<file path="src/rtl/ccdseq_pkg.sv">
// Constants and carrier types shared by the clock sequencer files
`default_nettype none
package ccdseq_pkg;
  // Clock period and documented times, in picoseconds
  localparam int unsigned CLK_PS = 25000;
  localparam int unsigned PIX_MIN_PS = 41670;
  localparam int unsigned V_PULSE_MIN_PS = 8000000;
  localparam int unsigned VH_SETTLE_MIN_PS = 5000000;
  localparam int unsigned LINE_MIN_PS = 219000000;
  // Cycle counts; least times round up
  localparam int unsigned PIX_CYC = (PIX_MIN_PS + CLK_PS - 1) / CLK_PS;
  localparam int unsigned PIX_HALF_CYC = (PIX_CYC + 1) / 2;
  localparam int unsigned V_PULSE_CYC = (V_PULSE_MIN_PS + CLK_PS - 1) / CLK_PS;
  localparam int unsigned VH_SETTLE_CYC = (VH_SETTLE_MIN_PS + CLK_PS - 1) / CLK_PS;
  localparam int unsigned LINE_MIN_CYC = (LINE_MIN_PS + CLK_PS - 1) / CLK_PS;
  // Frame geometry
  localparam int unsigned ROW_COUNT = 3695;
  localparam int unsigned PIXEL_COUNT = 4641;
  localparam int unsigned FIFO_DEPTH = 16;
  localparam int unsigned VIDEO_W = 16;
  // Sequencer states
  typedef enum logic [2:0] {
    CCDSEQ_IDLE = 3'h0,
    CCDSEQ_INTEG = 3'h1,
    CCDSEQ_VA_HIGH = 3'h2,
    CCDSEQ_VB_HIGH = 3'h3,
    CCDSEQ_SETTLE = 3'h4,
    CCDSEQ_SHIFT = 3'h5,
    CCDSEQ_LINE_PAD = 3'h6
  } ccdseq_state_t;
  // Sensor clock pins
  typedef struct packed {
    logic vertical_phase_a;
    logic vertical_phase_b;
    logic horizontal_phase_a;
    logic horizontal_phase_b;
    logic final_horizontal_phase;
    logic output_reset_gate;
  } ccdseq_clocks_t;
  // Pin levels in reset and between frames: horizontal A, final phase and
  // reset gate high, vertical phases and horizontal B low
  localparam ccdseq_clocks_t PINS_IDLE = 6'h0b;
  // One sampled pixel with its place in the frame
  typedef struct packed {
    logic [11:0] row;
    logic line_end;
    logic [VIDEO_W-1:0] video;
  } ccdseq_pixel_t;
endpackage : ccdseq_pkg
`default_nettype wire

</file>
<file path="src/rtl/ccdseq_fifo.sv">
// Parameterised synchronous FIFO with valid/ready on both sides
`default_nettype none
module ccdseq_fifo #(
  parameter int unsigned WIDTH = 29,
  parameter int unsigned DEPTH = 16
) (
  // Clock and reset
  input wire logic clk_i,
  input wire logic rst_i,
  // Fill side
  input wire logic in_valid_i,
  input wire logic [WIDTH-1:0] in_data_i,
  output logic in_ready_o,
  // Drain side
  output logic out_valid_o,
  output logic [WIDTH-1:0] out_data_o,
  input wire logic out_ready_i
);
  localparam int unsigned AW = $clog2(DEPTH);
  logic [WIDTH-1:0] mem_reg [DEPTH];  // Storage
  logic [AW-1:0] wr_reg, wr_next;  // Write pointer
  logic [AW-1:0] rd_reg, rd_next;  // Read pointer
  logic [AW:0] cnt_reg, cnt_next;  // Fill level
  logic vld_reg, vld_next;  // Head word present
  logic [WIDTH-1:0] head_reg, head_next;  // Registered copy of the oldest word
  logic push, pop;

  // Next pointers and level; full and empty come straight from the level
  always_comb begin
    push = in_valid_i && (cnt_reg != (AW+1)'(DEPTH));
    pop = out_ready_i && (cnt_reg != '0);
    wr_next = push ? wr_reg + 1'b1 : wr_reg;
    rd_next = pop ? rd_reg + 1'b1 : rd_reg;
    cnt_next = cnt_reg + (AW+1)'(push) - (AW+1)'(pop);
    vld_next = (cnt_next != '0);
    // A word written into the slot that becomes the head bypasses storage,
    // so the drain side sees it one cycle after the push as before
    head_next = (push && (wr_reg == rd_next)) ? in_data_i : mem_reg[rd_next];
  end

  // Register pointers and storage
  always_ff @(posedge clk_i) begin
    if (rst_i) begin
      wr_reg <= '0;
      rd_reg <= '0;
      cnt_reg <= '0;
      vld_reg <= 1'b0;
    end else begin
      wr_reg <= wr_next;
      rd_reg <= rd_next;
      cnt_reg <= cnt_next;
      vld_reg <= vld_next;
    end
    head_reg <= head_next;
    if (push) begin
      mem_reg[wr_reg] <= in_data_i;
    end
  end

  assign in_ready_o = (cnt_reg != (AW+1)'(DEPTH));
  assign out_valid_o = vld_reg;
  assign out_data_o = head_reg;
endmodule : ccdseq_fifo
`default_nettype wire

</file>
<file path="src/rtl/ccdseq_sequencer.sv">
// Full-frame CCD clock sequencer with pixel sample buffer
//
// Functional notes
// [RULE1] Pixel period never shorter than 41.67 ns
// [RULE2] Horizontal phases run at 50% duty; a full buffer stretches the first (A high) half
// [RULE3] Each vertical phase pulse lasts 8 us minimum
// [RULE4] Wait 5 us after vertical B falls
// [RULE5] Vertical A falling edge advances one row
// [RULE6] Vertical B falling edge loads horizontal register
// [RULE7] 3695 rows, each at least 219 us
// [RULE8] Rows past 3695 carry only empty packets
// [RULE9] Shift 4641 pixels per line
// [RULE10] Integration is time vertical clocks stay static
// [RULE11] Integration duration is a programmable input
// [RULE12] Vertical phases low throughout integration
// [RULE13] Horizontal A high while vertical B falls
// [RULE14] Horizontal phases toggle complementary, alternately
// [RULE15] Final horizontal phase fall dumps packet
// [RULE16] Reset gate pulses once per pixel period
// [RULE17] After frame, return to static integration state
`default_nettype none
module ccdseq_sequencer
  import ccdseq_pkg::*;
#(
  parameter int unsigned ROWS = ROW_COUNT,
  parameter int unsigned PIXELS = PIXEL_COUNT,
  parameter int unsigned LINE_CYC = LINE_MIN_CYC,
  parameter int unsigned VPULSE_CYC = V_PULSE_CYC,
  parameter int unsigned SETTLE_CYC = VH_SETTLE_CYC,
  parameter int unsigned DEPTH = FIFO_DEPTH
) (
  // Clock and reset
  input wire logic clk_i,
  input wire logic rst_i,
  // Control from the camera logic
  input wire logic start_i,
  input wire logic [31:0] integ_cycles_i,
  output logic busy_o,
  output logic frame_done_o,
  // Sensor clock pins
  output logic vertical_phase_a_o,
  output logic vertical_phase_b_o,
  output logic horizontal_phase_a_o,
  output logic horizontal_phase_b_o,
  output logic final_horizontal_phase_o,
  output logic output_reset_gate_o,
  // Digitised video from the converter, same clock
  input wire logic [VIDEO_W-1:0] video_i,
  // Pixel stream out
  output logic pix_valid_o,
  output ccdseq_pixel_t pix_data_o,
  input wire logic pix_ready_i
);
  ccdseq_state_t st_reg, st_next;  // Sequencer state
  logic [31:0] tmr_reg, tmr_next;  // Phase timer
  logic [15:0] line_reg, line_next;  // Cycles since row start
  logic [11:0] row_reg, row_next;  // Rows transferred
  logic [12:0] pix_reg, pix_next;  // Pixels shifted in this line
  logic ph_reg, ph_next;  // Pixel half: 0 first, 1 second
  logic [7:0] half_reg, half_next;  // Cycles into the half
  ccdseq_clocks_t clk_reg, clk_next;  // Registered pin levels
  logic done_reg, done_next;  // Frame end pulse
  logic busy_reg, busy_next;  // Frame in progress
  logic push;  // Sample into buffer
  ccdseq_pixel_t push_data;
  logic fifo_ready;  // Buffer has room
  logic fifo_valid;
  ccdseq_pixel_t fifo_data;
  logic half_end;

  // Next-state logic for sequence, counters and pins
  always_comb begin
    st_next = st_reg;
    tmr_next = tmr_reg + 32'h1;
    line_next = (line_reg == 16'hffff) ? line_reg : line_reg + 16'h1;
    row_next = row_reg;
    pix_next = pix_reg;
    ph_next = ph_reg;
    half_next = half_reg;
    done_next = 1'b0;
    push = 1'b0;
    push_data.row = row_reg;
    push_data.line_end = (pix_reg == 13'(PIXELS - 1));
    push_data.video = video_i;
    half_end = (half_reg == 8'(PIX_HALF_CYC - 1));
    case (st_reg)
      CCDSEQ_IDLE: begin
        // Vertical clocks static, charge keeps integrating
        tmr_next = 32'h0;
        if (start_i) begin
          st_next = CCDSEQ_INTEG;
        end
      end
      CCDSEQ_INTEG: begin
        // Exposure length taken from the control input
        if (tmr_reg >= integ_cycles_i) begin  // RULE11
          st_next = CCDSEQ_VA_HIGH;
          tmr_next = 32'h0;
          line_next = 16'h0;
        end
      end
      CCDSEQ_VA_HIGH: begin
        if (tmr_reg >= 32'(VPULSE_CYC - 1)) begin  // RULE3
          st_next = CCDSEQ_VB_HIGH;  // RULE5
          tmr_next = 32'h0;
        end
      end
      CCDSEQ_VB_HIGH: begin
        if (tmr_reg >= 32'(VPULSE_CYC - 1)) begin  // RULE3
          st_next = CCDSEQ_SETTLE;  // RULE6
          tmr_next = 32'h0;
        end
      end
      CCDSEQ_SETTLE: begin
        // Let charge finish moving into the horizontal register
        if (tmr_reg >= 32'(SETTLE_CYC - 1)) begin  // RULE4
          st_next = CCDSEQ_SHIFT;
          pix_next = 13'h0;
          ph_next = 1'b0;
          half_next = 8'h0;
        end
      end
      CCDSEQ_SHIFT: begin
        if (!half_end) begin
          half_next = half_reg + 8'h1;
        end else if (!ph_reg) begin
          // Stall in the first half while the buffer is full, so no
          // pixel is ever lost; the line simply stretches
          if (fifo_ready) begin
            ph_next = 1'b1;  // RULE15
            half_next = 8'h0;
          end
        end else begin
          // Sample at the end of the second half, output settled
          push = 1'b1;
          half_next = 8'h0;
          ph_next = 1'b0;
          pix_next = pix_reg + 13'h1;
          if (pix_reg == 13'(PIXELS - 1)) begin  // RULE9
            st_next = CCDSEQ_LINE_PAD;
          end
        end
      end
      CCDSEQ_LINE_PAD: begin
        // Stretch short lines up to the least line time
        if (line_reg >= 16'(LINE_CYC - 1)) begin  // RULE7
          tmr_next = 32'h0;
          line_next = 16'h0;
          row_next = row_reg + 12'h1;
          if (row_reg == 12'(ROWS - 1)) begin  // RULE8
            st_next = CCDSEQ_IDLE;  // RULE17
            row_next = 12'h0;
            done_next = 1'b1;
          end else begin
            st_next = CCDSEQ_VA_HIGH;
          end
        end
      end
      default: begin
        st_next = CCDSEQ_IDLE;
      end
    endcase
    busy_next = (st_next != CCDSEQ_IDLE);
    // Pin levels follow the next state so they leave flip-flops
    clk_next.vertical_phase_a = (st_next == CCDSEQ_VA_HIGH);  // RULE12 RULE10
    clk_next.vertical_phase_b = (st_next == CCDSEQ_VB_HIGH);  // RULE12
    if (st_next == CCDSEQ_SHIFT) begin
      clk_next.horizontal_phase_a = !ph_next;  // RULE14
      clk_next.horizontal_phase_b = ph_next;  // RULE14 RULE2
      clk_next.final_horizontal_phase = !ph_next;
      clk_next.output_reset_gate = !ph_next;  // RULE16
    end else begin
      // Horizontal A parked high across every vertical transfer
      clk_next.horizontal_phase_a = 1'b1;  // RULE13
      clk_next.horizontal_phase_b = 1'b0;
      clk_next.final_horizontal_phase = 1'b1;
      clk_next.output_reset_gate = 1'b1;
    end
  end

  // State registers; the pixel half of PIX_HALF_CYC cycles keeps the
  // pixel period at or above the least figure
  always_ff @(posedge clk_i) begin
    if (rst_i) begin
      st_reg <= CCDSEQ_IDLE;
      tmr_reg <= 32'h0;
      line_reg <= 16'h0;
      row_reg <= 12'h0;
      pix_reg <= 13'h0;
      ph_reg <= 1'b0;
      half_reg <= 8'h0;
      clk_reg <= PINS_IDLE;
      done_reg <= 1'b0;
      busy_reg <= 1'b0;
    end else begin
      st_reg <= st_next;
      tmr_reg <= tmr_next;
      line_reg <= line_next;
      row_reg <= row_next;
      pix_reg <= pix_next;
      ph_reg <= ph_next;  // RULE1
      half_reg <= half_next;
      clk_reg <= clk_next;
      done_reg <= done_next;
      busy_reg <= busy_next;
    end
  end

  // Sample buffer between the converter and the stream
  ccdseq_fifo #(
    .WIDTH($bits(ccdseq_pixel_t)),
    .DEPTH(DEPTH)
  ) u_fifo (
    .clk_i(clk_i),
    .rst_i(rst_i),
    .in_valid_i(push),
    .in_data_i(push_data),
    .in_ready_o(fifo_ready),
    .out_valid_o(fifo_valid),
    .out_data_o(fifo_data),
    .out_ready_i(pix_ready_i)
  );

  assign busy_o = busy_reg;
  assign frame_done_o = done_reg;
  assign vertical_phase_a_o = clk_reg.vertical_phase_a;
  assign vertical_phase_b_o = clk_reg.vertical_phase_b;
  assign horizontal_phase_a_o = clk_reg.horizontal_phase_a;
  assign horizontal_phase_b_o = clk_reg.horizontal_phase_b;
  assign final_horizontal_phase_o = clk_reg.final_horizontal_phase;
  assign output_reset_gate_o = clk_reg.output_reset_gate;
  assign pix_valid_o = fifo_valid;
  assign pix_data_o = fifo_data;
endmodule : ccdseq_sequencer
`default_nettype wire
</file>
<file path="config.mk">
export PLATFORM = sky130hd
export DESIGN_NAME = ccdseq_sequencer
export DESIGN_NICKNAME = d
export VERILOG_FILES = /design/src/rtl/ccdseq_pkg.sv /design/src/rtl/ccdseq_fifo.sv /design/src/rtl/ccdseq_sequencer.sv
export SDC_FILE = /design/constraint.sdc
export NUM_CORES = 1
export LEC_CHECK = 0
export ABC_AREA = 1
export BUFFER_PORTS_ARGS = -buffer_cell sky130_fd_sc_hd__buf_2
export CAP_MARGIN = 20
export CORE_AREA = 5 5 230 232
export CTS_CLUSTER_SIZE = 30
export DETAILED_ROUTE_END_ITERATION = 8
export DIE_AREA = 0 0 235 237
export GPL_TIMING_DRIVEN = 0
export PLACE_DENSITY_LB_ADDON = 0.15
export SETUP_SLACK_MARGIN = 0.05
export SLEW_MARGIN = 20
export SYNTH_ARGS = -nofsm -noshare
export SYNTH_HDL_FRONTEND = slang
export SYNTH_SLANG_ARGS = --single-unit
</file>
<file path="constraint.sdc">
create_clock -name clk_i -period 2.94 [get_ports clk_i]
set_clock_uncertainty 0.1 [all_clocks]
set_input_delay 0.147 -clock clk_i [delete_from_list [all_inputs] [get_ports clk_i]]
set_output_delay 0.147 -clock clk_i [all_outputs]
set_load 0.02 [all_outputs]
</file>
==> flow_summary.yaml <==
status:
  status: "completed"
global_routing:
  antenna_found_initial: 1
  grt_max_degree: 22
  track_usage_pct: 23.5
  grt_pass1_vias: 17000
  gr-total-overflow: 0
  grt_pass1_wl_mm: 101
yosys:
  synth-xor-area-share_pct: 1.62
  synthFlopType: "edfxtp_1"
  synth_cell_types: 53
  synth_edf_count: 464
  yosys.area.top_type: "edfxtp_1"
  synth-adder-area-share_pct: 2.59
  syn-instance-count: 2219
  yosysTopAreaCellShare_pct: 54.9
  async_flop_share_pct: 0
  synthSimpleGateAreaFrac_pct: 10.9
  synth_fp_nets: 2323
  synth_top_family_by_area: "simple AND/OR/NAND/NOR gates"
  synth_compound_area_share_pct: 10.9
  muxShareOfSynthArea_pct: 4.66
  yosysWarnings: 0
  netlist_area_mm2: 0.0254
  ys_seq_area_share_pct: 63.5
  synth_area_leaders: "edfxtp_1 (55%), dfxtp_1 (8.6%), mux2i_1 (4.6%)"
  ys_seq_elements: 573
  avgSynthCellArea_um2: 11.4
final_layout:
  utilization_pct: 58.8
  syn_to_final_growth_pct: 17.6
  instances_no_fill: 3166
  drive_gt1_share_pct: 15.3
  diodes: 0
  nets: 2542
  largest_register_ffs: 464
  fillCellCount: 4079
timing:
  timing.final.crit_share_pct: 97.5
  max_freq_mhz: 349
  rsz0062_at_grt: "true"
  relSlewSlack_pct: 24.9
  hold_viol: 0
  setup_tns_ns: 0
  setup_viol: 0
  worst_pin_slew_ns: 1.13
  timing.final.crit_period_ns: 2.87
  drv_slew: 0
clock_tree:
  cts_num_sinks: 573
  htree_levels: 2
  clkTransAtPathRegs_ns: 0.06
  clock_path_buffers: 3
  worst_skew_pair.late_latency_ns: 0.61
  clock-root-buffer: "clkbuf_16"
  cts_tree: "built"
  cts_buffers: 58
floorplan:
  die_w_um: 235
  initial_core_util_pct: 50.0
  coreArea_mm2: 0.0508
  dieArea_mm2: 0.0557
  rows: 83
  io_pins: 90
  dieHeight_um: 237
place:
  gp_congestion: 0.865
  portBuffers: 89
  dp_cells: 3009
  dpl.hpwl_mm: 45.2
setup_path:
  cp_slowest_cell: "clkbuf_1"
  path_cells: "buf_4 > clkbuf_1 > o21ai_0 > o211ai_1 > o211ai_1 > nand2_1 > buf_2"
  critPathArrivalTime_ns: 2.62
  crit_path_start_kind: "flop"
  cp.required_ns: 2.69
  endpoint_kind: "primary output"
  path_common_cell: "o211ai_1"
  cp_max_fo: 10
  max_stage_delay_ns: 0.50
  path_class: "flop to primary output"
detailed_routing:
  routedWlPerCell_um: 21.4
  routed_via_density: 5.54
  wirelength_mm: 67.8
  first_pass_iters: 5
  drtAntennaViolNets: 0
  drc: 0
  dr.first_iter.drc_count: 1778
  vias: 17500
power:
  power_leakage_nw: 11.0
  peakVddDrop_v: 0.000481
  power.total_mw: 21.9
  p_per_area_mw_per_mm2: 734
flow_run:
  drv_cap: 0
worst_hold_path:
  hp-class: "input port to flop"
critical path, delay by kind of cell, from the launching register on:
kind                   cells  cell delay [ns]
flip-flops                 1             0.42
AO/OA/AOI/OAI              3             0.48
AND/OR/NAND/NOR            1             0.18
buffers and inverters      3             0.92
synthesized netlist by cell type, drive strengths merged, types with 2 or more instances:
cell type  count
nor4           6
buf           47
o211ai       118
o21ai        168
xnor2         13
dfxtp        109
a21oi        186
clkbuf        49
ha            51
nand2        224
or2            7
nand3b         2
o21a           3
and2           2
mux2i        117
nor2         171
nand4         36
inv          268
nand3         98
nor3          33
xor2          34
edfxtp       464
o31ai          2
power by group:
group	total [mW]	switching [mW]	internal (mW)
clock	6.90	3.04	3.86
sequential	8.86	0.0738	8.78
combinational	6.15	4.10	2.05
path summary, 6_finish.rpt:
kind | from | to | slack [ns] | cells past startpoint
worst min register to register | u_fifo.rd_reg[3] | flop | 0.37 | 1
worst min-delay path | start_i | st_reg[0] | 0.07 | 7
worst max register to register | st_reg[1] | u_fifo.mem_reg[13][26] | 0.10 | 10
worst max-delay path | flop | pix_data_o[20] | 0.07 | 7
cells in the final DEF, fill, tap and decap left out, types with 18 or more instances in the layout:
cell / count
ha_1: 51
clkbuf_16: 59
clkbuf_1: 37
nand4_1: 34
xor2_1: 34
nor3_1: 26
a21oi_1: 185
nand3_1: 94
o21ai_0: 163
edfxtp_1: 464
dfxtp_1: 106
inv_1: 252
mux2i_1: 117
dlygate4sd3_1: 18
nand2_1: 214
nor2_4: 40
o211ai_1: 118
clkinv_1: 19
buf_4: 33
nor2_1: 127
buf_2: 99
kinds of logic after synthesis:
| logic type | after synthesis |
|---|---|
| buffers and inverters | 365 |
| flip-flops | 573 |
| XOR/XNOR | 47 |
| AO/OA/AOI/OAI | 483 |
| multiplexers | 118 |
| adder cells (fa/ha/maj) | 52 |
| AND/OR/NAND/NOR | 581 |
what timing repair did:
action | CTS | global route
hold endpoints to repair | 270 | 0
setup buffers | 6 | 26
gates resized for setup | 53 | 30
pin swaps | 2 | 16
hold buffers | 18 | 0
setup endpoints to repair | 121 | 209
through the flow:
step           setup WS (ns)  area (um2)  hold slack (ns)
2_1_floorplan         -0.117       25400            0.146
3_3_place_gp           -2.11       26700            0.340
3_5_place_dp         -0.0187       27300            0.354
4_1_cts               0.0112       29500           0.0403
5_1_grt              -0.0684       29800            0.126
6_report              0.0734       29800           0.0666
metal layers:
metal / track usage, % / vias to the layer above / wire length [um]
li1: - / 8303 / -
met1: 31.5 / 8468 / 28300
met4: 7.50 / 0 / 1850
met2: 39.7 / 638 / 33200
met3: 3.60 / 125 / 4460
met5: 0 / - / 0
cell type report:
type | instances | area [um2] | share of cell area (%)
Timing Repair Buffer | 160 | 1510 | 5.07
Clock inverter | 38 | 253 | 0.847
Clock buffer | 70 | 1530 | 5.12
Tap cell | 680 | 851 | 2.85
Multi-Input combinational cell | 1281 | 7940 | 26.6
Sequential cell | 573 | 16100 | 54.0
Buffer | 95 | 624 | 2.09
Inverter | 269 | 1010 | 3.39
(Power assumes the default switching activity.)
